===== config.mk =====
export PLATFORM = sky130hd
export DESIGN_NAME = acbc_top
export DESIGN_NICKNAME = d
export VERILOG_FILES = /design/src/core/acbc_pkg.sv /design/src/core/acbc_evt_if.sv /design/src/core/acbc_top.sv /design/src/core/acbc_event_det.sv
export SDC_FILE = /design/constraint.sdc
export NUM_CORES = 1
export LEC_CHECK = 0
export BUFFER_PORTS_ARGS = -buffer_cell sky130_fd_sc_hd__buf_4
export CORE_UTILIZATION = 45
export CTS_CLUSTER_DIAMETER = 60
export DETAILED_ROUTE_END_ITERATION = 10
export PLACE_DENSITY = 0.88
export SKIP_LAST_GASP = 1
export SYNTH_ARGS = -nofsm -noshare
export SYNTH_HDL_FRONTEND = slang
export SYNTH_HIERARCHICAL = 1
export SYNTH_SLANG_ARGS = --single-unit

===== constraint.sdc =====
create_clock -name CLK -period 2.15 [get_ports CLK]
set_clock_uncertainty 0.15 [all_clocks]
set_input_delay 0.1075 -clock CLK [delete_from_list [all_inputs] [get_ports CLK]]
set_output_delay 0.1075 -clock CLK [all_outputs]
set_load 0.01 [all_outputs]

===== src/core/acbc_pkg.sv =====
// package: register map, field layout, reset values and mode codes of comparator b control
`default_nettype none
package acbc_pkg;

    // bus geometry
    localparam int unsigned DATA_W = 32;
    localparam int unsigned OFFS_W = 8;

    // register byte offsets
    localparam logic [7:0] OFFS_CTRL   = 8'h00;
    localparam logic [7:0] OFFS_STATUS = 8'h04;
    localparam logic [7:0] OFFS_IRQ_EN = 8'h08;
    localparam logic [7:0] OFFS_PORT   = 8'h0c;

    // control register fields
    localparam int unsigned CTRL_CONNECT_BIT = 0;
    localparam int unsigned CTRL_ENABLE_BIT  = 1;
    localparam int unsigned CTRL_MODE_LSB    = 2;
    localparam int unsigned CTRL_MODE_W      = 3;
    localparam int unsigned CTRL_SRC_LSB     = 5;
    localparam int unsigned CTRL_SRC_W       = 2;
    localparam int unsigned CTRL_REF_LSB     = 7;
    localparam int unsigned CTRL_REF_W       = 2;

    // status and interrupt enable share one layout
    localparam int unsigned STAT_SELERR_BIT = 0;
    localparam int unsigned STAT_CMPOUT_BIT = 1;
    localparam int unsigned STAT_EVENT_BIT  = 6;

    // port register field
    localparam int unsigned PORT_W = 4;

    // values after reset
    localparam logic              RST_CONNECT = 1'b0;
    localparam logic              RST_ENABLE  = 1'b0;
    localparam logic [2:0]        RST_MODE    = 3'h0;
    localparam logic [1:0]        RST_SRC     = 2'h0;
    localparam logic [1:0]        RST_REF     = 2'h0;
    localparam logic [7:0]        RST_IRQ_EN  = 8'h00;
    localparam logic [DATA_W-1:0] RST_RDATA   = 32'h0000_0000;

    // value that port reads return while the digital buffers are off
    localparam logic [3:0] PORT_FIXED = 4'h0;

    // event-mode codes; codes 5 to 7 are reserved and never fire
    localparam logic [2:0] MODE_LOW    = 3'h0;
    localparam logic [2:0] MODE_HIGH   = 3'h1;
    localparam logic [2:0] MODE_RISE   = 3'h2;
    localparam logic [2:0] MODE_FALL   = 3'h3;
    localparam logic [2:0] MODE_TOGGLE = 3'h4;

    // ahb-lite transfer type
    localparam logic [1:0] HTRANS_NONSEQ = 2'h2;

endpackage : acbc_pkg
`default_nettype wire


===== src/core/acbc_evt_if.sv =====
// interface: control to event detector of comparator b
`timescale 1ns/1ps
`default_nettype none
interface acbc_evt_if;
    logic       en;
    logic [2:0] mode;
    logic       raw;
    logic       out;
    logic       evt;

    modport ctl (output en, output mode, output raw, input out, input evt);
    modport det (input en, input mode, input raw, output out, output evt);
endinterface : acbc_evt_if
`default_nettype wire


===== src/core/acbc_top.sv =====
// module: comparator b control with ahb-lite register slave and interrupt
//
// Functional notes
// - analog pins reach the comparator only while input connect is one.
// - event flag sets when output meets selected mode, only while enabled.
// - event flag stays set until software clears it; nothing else clears it.
// - interrupt request from event flag only while enable bit six is set.
// - writing enable one switches comparator on; output follows analog inputs.
// - enable zero holds output low and blocks new events.
//
// Added by the designer: the address map and the AHB-Lite register port.
`timescale 1ns/1ps
`default_nettype none
module acbc_top (
    // clock and reset
    input  wire logic        CLK,
    input  wire logic        ARST_N,
    // ahb-lite slave
    input  wire logic        HSEL,
    input  wire logic [31:0] HADDR,
    input  wire logic [1:0]  HTRANS,
    input  wire logic        HWRITE,
    input  wire logic [2:0]  HSIZE,
    input  wire logic [31:0] HWDATA,
    input  wire logic        HREADY,
    output logic             HREADYOUT,
    output logic [31:0]      HRDATA,
    output logic             HRESP,
    // analog comparator core
    input  wire logic        CMP_RAW,
    output logic             CMP_CONNECT,
    output logic             CMP_POWER,
    output logic [1:0]       CMP_SRC_SEL,
    output logic [1:0]       CMP_REF_SEL,
    output logic             CMP_OUT,
    // port pins shared with the analog inputs
    input  wire logic [3:0]  PORT_PIN_IN,
    output logic [3:0]       PORT_DIN_EN,
    // interrupt
    output logic             IRQ
);

    ////////////////////////////////////////////////////////////////////////
    // declarations

    logic       addr_ok;
    logic       wr_pend_r;
    logic [7:0] wr_offs_r;
    logic       rd_pend_r;
    logic [7:0] rd_offs_r;
    logic [31:0] hrdata_r;
    logic [31:0] rd_val;

    logic       wr_ctrl;
    logic       wr_stat;
    logic       wr_irqen;

    logic       cmp_b_input_connect_r;
    logic       cmp_b_enable_r;
    logic [2:0] cmp_b_mode_select_r;
    logic [1:0] cmp_b_source_select_r;
    logic [1:0] cmp_b_reference_select_r;

    logic       new_connect;
    logic       new_enable;
    logic [2:0] new_mode;
    logic [1:0] new_src;
    logic [1:0] new_ref;
    logic       src_change;
    logic       ref_change;
    logic       sel_err_evt;

    logic       clr_evt;
    logic       clr_err;
    logic       irq_evt;
    logic       irq_err;

    logic       cmp_b_event_flag_r;
    logic       cmp_b_event_flag_nxt;
    logic       sel_err_r;
    logic       sel_err_nxt;
    logic [7:0] interrupt_enable_reg_r;
    logic [7:0] status_val;

    logic [3:0] port_val_r;

    acbc_evt_if ev ();

    ////////////////////////////////////////////////////////////////////////
    // ahb-lite address phase

    // only whole-word accesses are expected; hsize is not checked
    // upper address bits are not decoded, so the map repeats every 256 bytes
    assign addr_ok = HSEL & HREADY & (HTRANS == acbc_pkg::HTRANS_NONSEQ);

    always_ff @(posedge CLK or negedge ARST_N) begin
        if (!ARST_N) begin
            wr_pend_r <= 1'b0;
            wr_offs_r <= 8'h00;
        end else begin
            wr_pend_r <= addr_ok & HWRITE;
            wr_offs_r <= HADDR[7:0];
        end
    end

    // reads take one wait state so hrdata comes from a flop
    // and still sees a write that finished the cycle before
    always_ff @(posedge CLK or negedge ARST_N) begin
        if (!ARST_N) begin
            rd_pend_r <= 1'b0;
            rd_offs_r <= 8'h00;
        end else if (rd_pend_r) begin
            rd_pend_r <= 1'b0;
        end else begin
            rd_pend_r <= addr_ok & ~HWRITE;
            rd_offs_r <= HADDR[7:0];
        end
    end

    assign HREADYOUT = ~rd_pend_r;
    assign HRESP     = 1'b0;

    ////////////////////////////////////////////////////////////////////////
    // ahb-lite data phase: write strobes

    assign wr_ctrl  = wr_pend_r & (wr_offs_r == acbc_pkg::OFFS_CTRL);
    assign wr_stat  = wr_pend_r & (wr_offs_r == acbc_pkg::OFFS_STATUS);
    assign wr_irqen = wr_pend_r & (wr_offs_r == acbc_pkg::OFFS_IRQ_EN);
    // unmapped offsets raise no strobe, so such writes are dropped

    ////////////////////////////////////////////////////////////////////////
    // control register

    always_ff @(posedge CLK or negedge ARST_N) begin
        if (!ARST_N) begin
            cmp_b_input_connect_r    <= acbc_pkg::RST_CONNECT;
            cmp_b_enable_r           <= acbc_pkg::RST_ENABLE;
            cmp_b_mode_select_r      <= acbc_pkg::RST_MODE;
            cmp_b_source_select_r    <= acbc_pkg::RST_SRC;
            cmp_b_reference_select_r <= acbc_pkg::RST_REF;
        end else if (wr_ctrl) begin
            cmp_b_input_connect_r    <= new_connect;
            cmp_b_enable_r           <= new_enable;
            cmp_b_mode_select_r      <= new_mode;
            cmp_b_source_select_r    <= new_src;
            cmp_b_reference_select_r <= new_ref;
        end
    end

    assign new_connect = HWDATA[acbc_pkg::CTRL_CONNECT_BIT];
    assign new_enable  = HWDATA[acbc_pkg::CTRL_ENABLE_BIT];
    assign new_mode    = HWDATA[acbc_pkg::CTRL_MODE_LSB +: acbc_pkg::CTRL_MODE_W];
    assign new_src     = HWDATA[acbc_pkg::CTRL_SRC_LSB +: acbc_pkg::CTRL_SRC_W];
    assign new_ref     = HWDATA[acbc_pkg::CTRL_REF_LSB +: acbc_pkg::CTRL_REF_W];

    assign src_change = new_src != cmp_b_source_select_r;
    assign ref_change = new_ref != cmp_b_reference_select_r;

    // selects are applied anyway; the flag only tells software it erred
    assign sel_err_evt = wr_ctrl & cmp_b_input_connect_r & (src_change | ref_change);

    ////////////////////////////////////////////////////////////////////////
    // analog core drive

    assign CMP_CONNECT = cmp_b_input_connect_r;
    assign CMP_POWER   = cmp_b_enable_r;
    assign CMP_SRC_SEL = cmp_b_source_select_r;
    assign CMP_REF_SEL = cmp_b_reference_select_r;

    ////////////////////////////////////////////////////////////////////////
    // event detection

    assign ev.en   = cmp_b_enable_r;
    assign ev.mode = cmp_b_mode_select_r;
    // an open input switch reads as low, never as a floating level
    assign ev.raw  = CMP_RAW & cmp_b_input_connect_r;

    acbc_event_det u_det (
        .clk    (CLK),
        .arst_n (ARST_N),
        .ev     (ev.det)
    );

    assign CMP_OUT = ev.out;

    ////////////////////////////////////////////////////////////////////////
    // sticky status flags, write one to clear; set beats clear

    assign clr_evt = wr_stat & HWDATA[acbc_pkg::STAT_EVENT_BIT];
    assign clr_err = wr_stat & HWDATA[acbc_pkg::STAT_SELERR_BIT];

    always_comb begin
        cmp_b_event_flag_nxt = cmp_b_event_flag_r;
        if (clr_evt) begin
            cmp_b_event_flag_nxt = 1'b0;
        end
        if (ev.evt) begin
            cmp_b_event_flag_nxt = 1'b1;
        end
    end

    always_comb begin
        sel_err_nxt = sel_err_r;
        if (clr_err) begin
            sel_err_nxt = 1'b0;
        end
        if (sel_err_evt) begin
            sel_err_nxt = 1'b1;
        end
    end

    // no hardware path clears these, interrupt service included
    always_ff @(posedge CLK or negedge ARST_N) begin
        if (!ARST_N) begin
            cmp_b_event_flag_r <= 1'b0;
            sel_err_r          <= 1'b0;
        end else begin
            cmp_b_event_flag_r <= cmp_b_event_flag_nxt;
            sel_err_r          <= sel_err_nxt;
        end
    end

    always_comb begin
        status_val                            = 8'h00;
        status_val[acbc_pkg::STAT_SELERR_BIT] = sel_err_r;
        status_val[acbc_pkg::STAT_CMPOUT_BIT] = ev.out;
        status_val[acbc_pkg::STAT_EVENT_BIT]  = cmp_b_event_flag_r;
    end

    ////////////////////////////////////////////////////////////////////////
    // interrupt enable and request

    always_ff @(posedge CLK or negedge ARST_N) begin
        if (!ARST_N) begin
            interrupt_enable_reg_r <= acbc_pkg::RST_IRQ_EN;
        end else if (wr_irqen) begin
            interrupt_enable_reg_r <= HWDATA[7:0];
        end
    end

    // the live output bit is not a sticky flag and never interrupts
    assign irq_evt = cmp_b_event_flag_r & interrupt_enable_reg_r[acbc_pkg::STAT_EVENT_BIT];
    assign irq_err = sel_err_r & interrupt_enable_reg_r[acbc_pkg::STAT_SELERR_BIT];
    assign IRQ     = irq_evt | irq_err;

    ////////////////////////////////////////////////////////////////////////
    // shared port pins

    // digital buffers off while enabled, avoiding crowbar current
    assign PORT_DIN_EN = cmp_b_enable_r ? 4'h0 : 4'hf;
    // port reads lag the pins and the enable bit by one cycle

    always_ff @(posedge CLK or negedge ARST_N) begin
        if (!ARST_N) begin
            port_val_r <= acbc_pkg::PORT_FIXED;
        end else if (cmp_b_enable_r) begin
            port_val_r <= acbc_pkg::PORT_FIXED;
        end else begin
            port_val_r <= PORT_PIN_IN;
        end
    end

    ////////////////////////////////////////////////////////////////////////
    // read data

    always_comb begin
        rd_val = 32'h0000_0000;
        unique case (rd_offs_r)
            acbc_pkg::OFFS_CTRL: begin
                rd_val[acbc_pkg::CTRL_CONNECT_BIT] = cmp_b_input_connect_r;
                rd_val[acbc_pkg::CTRL_ENABLE_BIT]  = cmp_b_enable_r;
                rd_val[acbc_pkg::CTRL_MODE_LSB +: acbc_pkg::CTRL_MODE_W] = cmp_b_mode_select_r;
                rd_val[acbc_pkg::CTRL_SRC_LSB +: acbc_pkg::CTRL_SRC_W]   = cmp_b_source_select_r;
                rd_val[acbc_pkg::CTRL_REF_LSB +: acbc_pkg::CTRL_REF_W]   = cmp_b_reference_select_r;
            end
            acbc_pkg::OFFS_STATUS: begin
                rd_val[7:0] = status_val;
            end
            acbc_pkg::OFFS_IRQ_EN: begin
                rd_val[7:0] = interrupt_enable_reg_r;
            end
            acbc_pkg::OFFS_PORT: begin
                rd_val[acbc_pkg::PORT_W-1:0] = port_val_r;
            end
            default: begin
                // unmapped offsets read as zero
                rd_val = 32'h0000_0000;
            end
        endcase
    end

    // data stands until the next read finishes
    always_ff @(posedge CLK or negedge ARST_N) begin
        if (!ARST_N) begin
            hrdata_r <= acbc_pkg::RST_RDATA;
        end else if (rd_pend_r) begin
            hrdata_r <= rd_val;
        end
    end

    assign HRDATA = hrdata_r;

endmodule : acbc_top
`default_nettype wire


===== src/core/acbc_event_det.sv =====
// module: gated comparator output and event-condition detection
`timescale 1ns/1ps
`default_nettype none
module acbc_event_det (
    // clock and reset
    input  wire logic clk,
    input  wire logic arst_n,
    // control side
    acbc_evt_if.det   ev
);

    logic out_r;
    logic prev_r;
    logic hit;

    ////////////////////////////////////////////////////////////////////////
    // output forced low while disabled
    always_ff @(posedge clk or negedge arst_n) begin
        if (!arst_n) begin
            out_r <= 1'b0;
        end else begin
            out_r <= ev.en & ev.raw;
        end
    end

    // previous output, used for edge modes
    always_ff @(posedge clk or negedge arst_n) begin
        if (!arst_n) begin
            prev_r <= 1'b0;
        end else begin
            prev_r <= out_r;
        end
    end

    ////////////////////////////////////////////////////////////////////////
    always_comb begin
        unique case (ev.mode)
            acbc_pkg::MODE_LOW:    hit = ~out_r;
            acbc_pkg::MODE_HIGH:   hit = out_r;
            acbc_pkg::MODE_RISE:   hit = out_r & ~prev_r;
            acbc_pkg::MODE_FALL:   hit = ~out_r & prev_r;
            acbc_pkg::MODE_TOGGLE: hit = out_r ^ prev_r;
            default:               hit = 1'b0;
        endcase
    end

    // en gates the event as well: a fall caused by disabling is no event
    assign ev.evt = hit & ev.en;
    assign ev.out = out_r;

endmodule : acbc_event_det
`default_nettype wire


==> results.ini, run 1 <==
[grt]
grt_pass1_wl_um = 7390
grt.total_usage_pct = 18.3
antenna_found_initial = 0
first_global_vias = 1591
grt_overflow_total = 0
grt_max_degree = 53

[sta]
fin_crit_sh_pct = 85.7
rsz0062_at_grt = no
worstMarginPinSlew_ns = 0.626
postLayoutSetupSlackWorst_ns = 0.307
max_freq_mhz = 543
hold_slack_ns = 0.224
setup-tns-final_ns = 0
hold_violations = 0
relSlewSlack_pct = 58.2
fin_crit_ns = 1.84
slew_viol_final = 0
setup_viol = 0

[place]
place_congestion = 0.745
pre_cts_slack_ns = 0.312
dpl_cell_area_um2 = 2710
hpwl_um = 3120
port_buffers = 50
placedCellCount = 290

[critical_path]
crit_family = simple AND/OR/NAND/NOR gates
worst-endpoint-arrival_ns = 1.88
path_buf_inv = 1
reg2regPathDepth = 4
required_ns = 2.19
crit_chain = nor4b_4 > and4bb_1 > buf_4 > mux2_2
r2r_slack_ns = 0.31
cp-end-kind = register
reg2reg_from = wr_offs_r[5]$_DFF_PN0_
crit_slowest_cell = dfrtp_1
cp.depth = 4
r2r_end = cmp_b_mode_select_r[0]$_DFFE_PN0P_
path_class = reg2reg
cp_max_fo = 10
startpoint_type = register
max_stage_delay_ns = 0.40

[cells_and_area]
antenna_cells = 0
layout.cells.non_filler = 325
drive_gt1_share_pct = 34.1
design_area_um2 = 3070
area_growth_pct = 29.4
fin_nets = 335
final_cell_mix = 52 x dfrtp_1, 52 x buf_4, 27 x dlygate4sd3_1

[job]
drv_cap = 0

[logic_synthesis]
synthTopCellsByArea = dfrtp_1 55%, mux2_2 11%, buf_4 8.5%
synth_adder_area_share_pct = 1.05
synthCells = 176
synth-seq-area-share_pct = 54.9
synth.largest_area_cell = dfrtp_1
synth_top_family_by_area = multiplexers
syn_area_um2 = 2370
yosys-mux-area-fraction_pct = 16.7
synth_xor_area_share_pct = 1.85
synth-edff-count = 0
yosys_warnings = 6
async_reset_ff_share_pct = 100
synth_compound_gate_area_share_pct = 5.75
avgSynthCellArea_um2 = 13.5
synthFlopType = dfrtp_1
ys_ff_latch = 52
synth_top_area_share_pct = 54.9
synth_cell_types = 37
synth-simple-area-share_pct = 9.07

[routing]
vias = 1585
routed_wl_um = 4450
avgRoutedWirePerCell_um = 13.7
drt_iter0_markers = 67
ant_nets = 0
drc = 0
avgViaCountPerCell = 4.88
dr.pass1.iters = 4

[floorplan]
dieHeight_um = 74.6
start_util_pct = 46.4
io_pins = 125
core-area_um2 = 5110
die_w_um = 74.6
rows = 26
die-area_um2 = 5570

[run_status]
status = completed

[power]
powerDensity_nw_per_um2 = 577
p_leak_nw = 1.45
ir_drop_mv = 0.413

[clock_tree]
post_cts_resized = 0
numCtsBuffers = 5
clkTransAtPathRegs_ns = 0.09
clock-root-buffer = clkbuf_8
tritoncts = built
clk_latency_ns = 0.30
clock_sinks = 52
h-tree-depth = 2
clk_path_buf_depth = 2

[worst_hold_path]
worstHoldPathType = in2async

[power breakdown]
| group | internal [mW] | switching [mW] | leakage, nW |
|---|---|---|---|
| sequential | 1.01 | 0.0284 | 0.661 |
| clock | 0.263 | 0.292 | 0.0455 |
| combinational | 0.104 | 0.0763 | 0.746 |
[sequential cells by signal, indices dropped and copies added (netlist names)]
| signal | flops |
|---|---|
| rd_offs_r | 8 |
| port_val_r | 4 |
| sel_err_r | 1 |
| u_det/ev.out | 1 |
| u_det/prev_r | 1 |
| rd_pend_r | 1 |
| CMP_POWER | 1 |
| wr_offs_r | 8 |
| wr_pend_r | 1 |
| cmp_b_mode_select_r | 3 |
| CMP_REF_SEL | 2 |
| interrupt_enable_reg_r | 8 |
| cmp_b_event_flag_r | 1 |
| CMP_SRC_SEL | 2 |
| HRDATA | 9 |
| CMP_CONNECT | 1 |
[cells in the mapped netlist (all sizes together), types with 3 or more instances]
library cell,instances
mux2,25
o2bb2ai,9
dfrtp,52
nand4,3
buf,31
xnor2,4
nor2b,6
mux2i,7
inv,6
nand3,3
o21a,3
[layout make-up]
type                    instances  area [um2]
fillers                       411        2040
multi-input cells             110         907
flip-flops and latches         52        1300
repair buffers                 79         661
well taps                      70        87.6
inverters                       6        22.5
clock buffers                   8        90.1
[per-layer routing]
metal  vias up  track usage [%]  wire, um
li1        729                -         -
met3         9             4.07       214
met4         0             8.60        95
met1       784             22.9      1940
met5         -                0         0
met2        63             30.2      2200
[how the worst max path moves through the flow]
stage,from,end,slack (ns)
2_1_floorplan,wr_offs_r[5]$_DFF_PN0_,CMP_CONNECT$_DFFE_PN0P_,0.48
3_3_place_gp,wr_offs_r[5]$_DFF_PN0_,cmp_b_mode_select_r[2]$_DFFE_PN0P_,0.33
3_5_place_dp,wr_offs_r[5]$_DFF_PN0_,cmp_b_mode_select_r[0]$_DFFE_PN0P_,0.31
4_1_cts,wr_offs_r[5]$_DFF_PN0_,cmp_b_mode_select_r[0]$_DFFE_PN0P_,0.29
5_1_grt,wr_offs_r[5]$_DFF_PN0_,CMP_SRC_SEL[1]$_DFFE_PN0P_,0.23
6_report,wr_offs_r[5]$_DFF_PN0_,cmp_b_mode_select_r[0]$_DFFE_PN0P_,0.31
[repair_timing]
| item | 4_1_cts | 5_1_grt |
|---|---|---|
| hold endpoints to repair | 93 | 0 |
| buffers inserted | 0 | 0 |
| hold buffers | 27 | 0 |
[stage by stage]
step / total power [mW] / util (%)
6_report: 1.77 / 60.1
5_1_grt: 1.85 / 60.1
2_1_floorplan: 1.15 / -
4_1_cts: 1.78 / 60.1
3_5_place_dp: 1.20 / 53.0
3_3_place_gp: 1.19 / 53.0
[cells by family after synthesis]
logic type / count (synthesis)
mux: 34
xor+xnor: 5
flops: 52
buf+inv: 37
compound gates: 16
simple gates: 29
fa+ha+maj: 2
other cells: 1
[worst reg2reg max path: stages (launching register included)]
cell	delay, ns
dfrtp_1	0.40
nor4b_4	0.38
and4bb_1	0.25
buf_4	0.20
mux2_2	0.35
(Power assumes the default switching activity.)
==> inputs of run 2 (changes only) <==
- CORE_ASPECT_RATIO: unset -> 1.2
==> results.ini, run 2 (synthesis results as in run 1) <==
[power]
swShare_pct = 21.6  ; -0.78 points
p_leak_nw = 1.48  ; +1.9%
ir_drop_mv = 0.528  ; +28%
powerDensity_nw_per_um2 = 624  ; +8.1%
p_seq_share_pct = 53.4  ; -5.1 points
p_int_mw = 1.52  ; +11%
clockPowerShare_pct = 37.2  ; +5.9 points
pwr-share-comb_pct = 9.4  ; -0.8 points
switchingPower_uw = 420  ; +5.9%

[cells_and_area]
design_area_um2 = 3110  ; +1.4%
final_cell_mix = 52 x dfrtp_1, 52 x buf_4, 27 x dlygate4sd3_1
fin_nets = 336  ; +0.30%
largest_reg_flops = 9  ; unchanged
fin_util_pct = 62.1  ; +2.0 points
area_growth_pct = 31.2
antenna_cells = 0  ; unchanged
drive_gt1_share_pct = 35.2  ; +1.0 points

[routing]
dr.pass1.iters = 4  ; unchanged
routed_wl_um = 4880  ; +9.8%
ant_nets = 0  ; unchanged
avgViaCountPerCell = 5.03  ; +3.0%
avgRoutedWirePerCell_um = 15.5  ; +13%
drc = 0  ; unchanged
drt_iter0_markers = 73  ; +9.0%
vias = 1588  ; +0.19%

[sta]
fin_crit_ns = 1.84  ; -0.00137 ns
rsz0062_at_grt = no
hold_violations = 0  ; unchanged
setup_viol = 0  ; unchanged
max_freq_mhz = 543  ; about the same
relSlewSlack_pct = 56.1  ; -2.1 points
fin_crit_sh_pct = 85.7  ; about the same
setup-tns-final_ns = 0  ; unchanged
slew_viol_final = 0  ; unchanged
worstMarginPinSlew_ns = 0.658  ; +0.0316 ns

[grt]
grtUsageMet2_pct = 33.8  ; +3.6 points
grt_pass1_wl_um = 7760  ; +5.0%
grt_max_degree = 53  ; unchanged
first_global_vias = 1648  ; +3.6%
grt_use_met1_pct = 22.9  ; about the same
top_usage_layer = met2
use_met3_pct = 4.31  ; +0.24 points
grt_overflow_total = 0  ; unchanged
antenna_found_initial = 0  ; unchanged
grt.total_usage_pct = 19.3  ; +1.0 points

[floorplan]
start_util_pct = 47.4  ; +0.90 points
io_pins = 125  ; unchanged
die_w_um = 68.3  ; -8.5%
die-area_um2 = 5570  ; about the same
core-area_um2 = 5010  ; -1.9%
rows = 28  ; +7.7%
dieHeight_um = 81.5  ; +9.3%

[clock_tree]
clk_path_buf_depth = 2  ; unchanged
h-tree-depth = 2  ; unchanged
clk_latency_ns = 0.31  ; about the same
clock_sinks = 52  ; unchanged
clock-root-buffer = clkbuf_8
post_cts_resized = 0  ; unchanged
clkTransAtPathRegs_ns = 0.09  ; about the same
tritoncts = built
numCtsBuffers = 5  ; unchanged

[place]
port_buffers = 50  ; unchanged
place_congestion = 0.754  ; +1.1%
hpwl_um = 3320  ; +6.5%
dpl_cell_area_um2 = 2720  ; +0.28%

[critical_path]
path_class = reg2reg
reg2reg_from = wr_offs_r[5]$_DFF_PN0_
r2r_slack_ns = 0.31  ; about the same
r2r_end = CMP_SRC_SEL[1]$_DFFE_PN0P_
required_ns = 2.19  ; about the same
startpoint_type = register
cp_max_fo = 8  ; -2
cp-end-kind = register
worst-endpoint-arrival_ns = 1.88  ; about the same
reg2regPathDepth = 4  ; unchanged

[run_status]
status = completed

[worst_hold_path]
worstHoldPathType = in2async

[job]
drv_cap = 0  ; unchanged

## run 2: cell count changes in the layout (fill, tap and decap cells not counted), sizes merged
| cell | before | now |
|---|---|---|
| buf | 52 | 53 |
| bufinv | 0 | 1 |
| clkbuf | 8 | 7 |
## run 2: stage by stage
stage | setup WS (ns) | std cells | total power, mW | hold slack (ns)
2_1_floorplan | 0.475 | 199 | 1.15 | -0.338
3_3_place_gp | 0.365 | 281 | 1.20 | 0.0247
3_5_place_dp | 0.335 | 281 | 1.20 | 0.0306
4_1_cts | 0.305 | 316 | 1.96 | 0.242
5_1_grt | 0.238 | 316 | 2.02 | 0.277
6_report | 0.309 | 316 | 1.94 | 0.199
## run 2: how the worst max path moves through the flow
stage	start	endpoint	slack, ns	depth (start not counted)
after floorplan	wr_offs_r[5]$_DFF_PN0_	CMP_CONNECT$_DFFE_PN0P_	0.48	4
after global placement	wr_offs_r[5]$_DFF_PN0_	CMP_REF_SEL[0]$_DFFE_PN0P_	0.36	4
after detailed placement	wr_offs_r[5]$_DFF_PN0_	CMP_SRC_SEL[1]$_DFFE_PN0P_	0.33	4
after CTS	wr_offs_r[5]$_DFF_PN0_	CMP_SRC_SEL[1]$_DFFE_PN0P_	0.30	4
after global routing	wr_offs_r[5]$_DFF_PN0_	CMP_SRC_SEL[1]$_DFFE_PN0P_	0.24	4
final	wr_offs_r[5]$_DFF_PN0_	CMP_SRC_SEL[1]$_DFFE_PN0P_	0.31	4
## run 2: power groups by stage
stage	clock network (mW)	registers (mW)	logic [mW]
after floorplan	0	1.04	0.108
after global routing	0.774	1.04	0.204
after global placement	0	1.05	0.142
final	0.723	1.04	0.183
after detailed placement	0	1.06	0.146
after CTS	0.737	1.04	0.184
## run 2: repair_timing
action,in CTS,in global routing
buffers inserted,0,0
hold endpoints to repair,93,0
hold buffers,27,0
## run 2: critical path, stage by stage, from the launching register on
cell	delay, ns
dfrtp_1	0.40
nor4b_4	0.31
and4bb_1	0.37
buf_12	0.17
mux2_2	0.33
## run 2: cell type report
type                            instances  area (um2)
Timing Repair Buffer                   80         681
Sequential cell                        52        1300
Fill cell                             399        1900
Multi-Input combinational cell        110         907
Inverter                                6        22.5
Clock inverter                          1        30.0
Tap cell                               60        75.1
Clock buffer                            7        96.3
## run 2: metal layers
layer  share of wire (%)  vias to the layer above
met5                   0                        -
met4                 1.7                        0
met3                 4.2                        8
met2                  55                       59
met1                  39                      794
li1                    -                      727
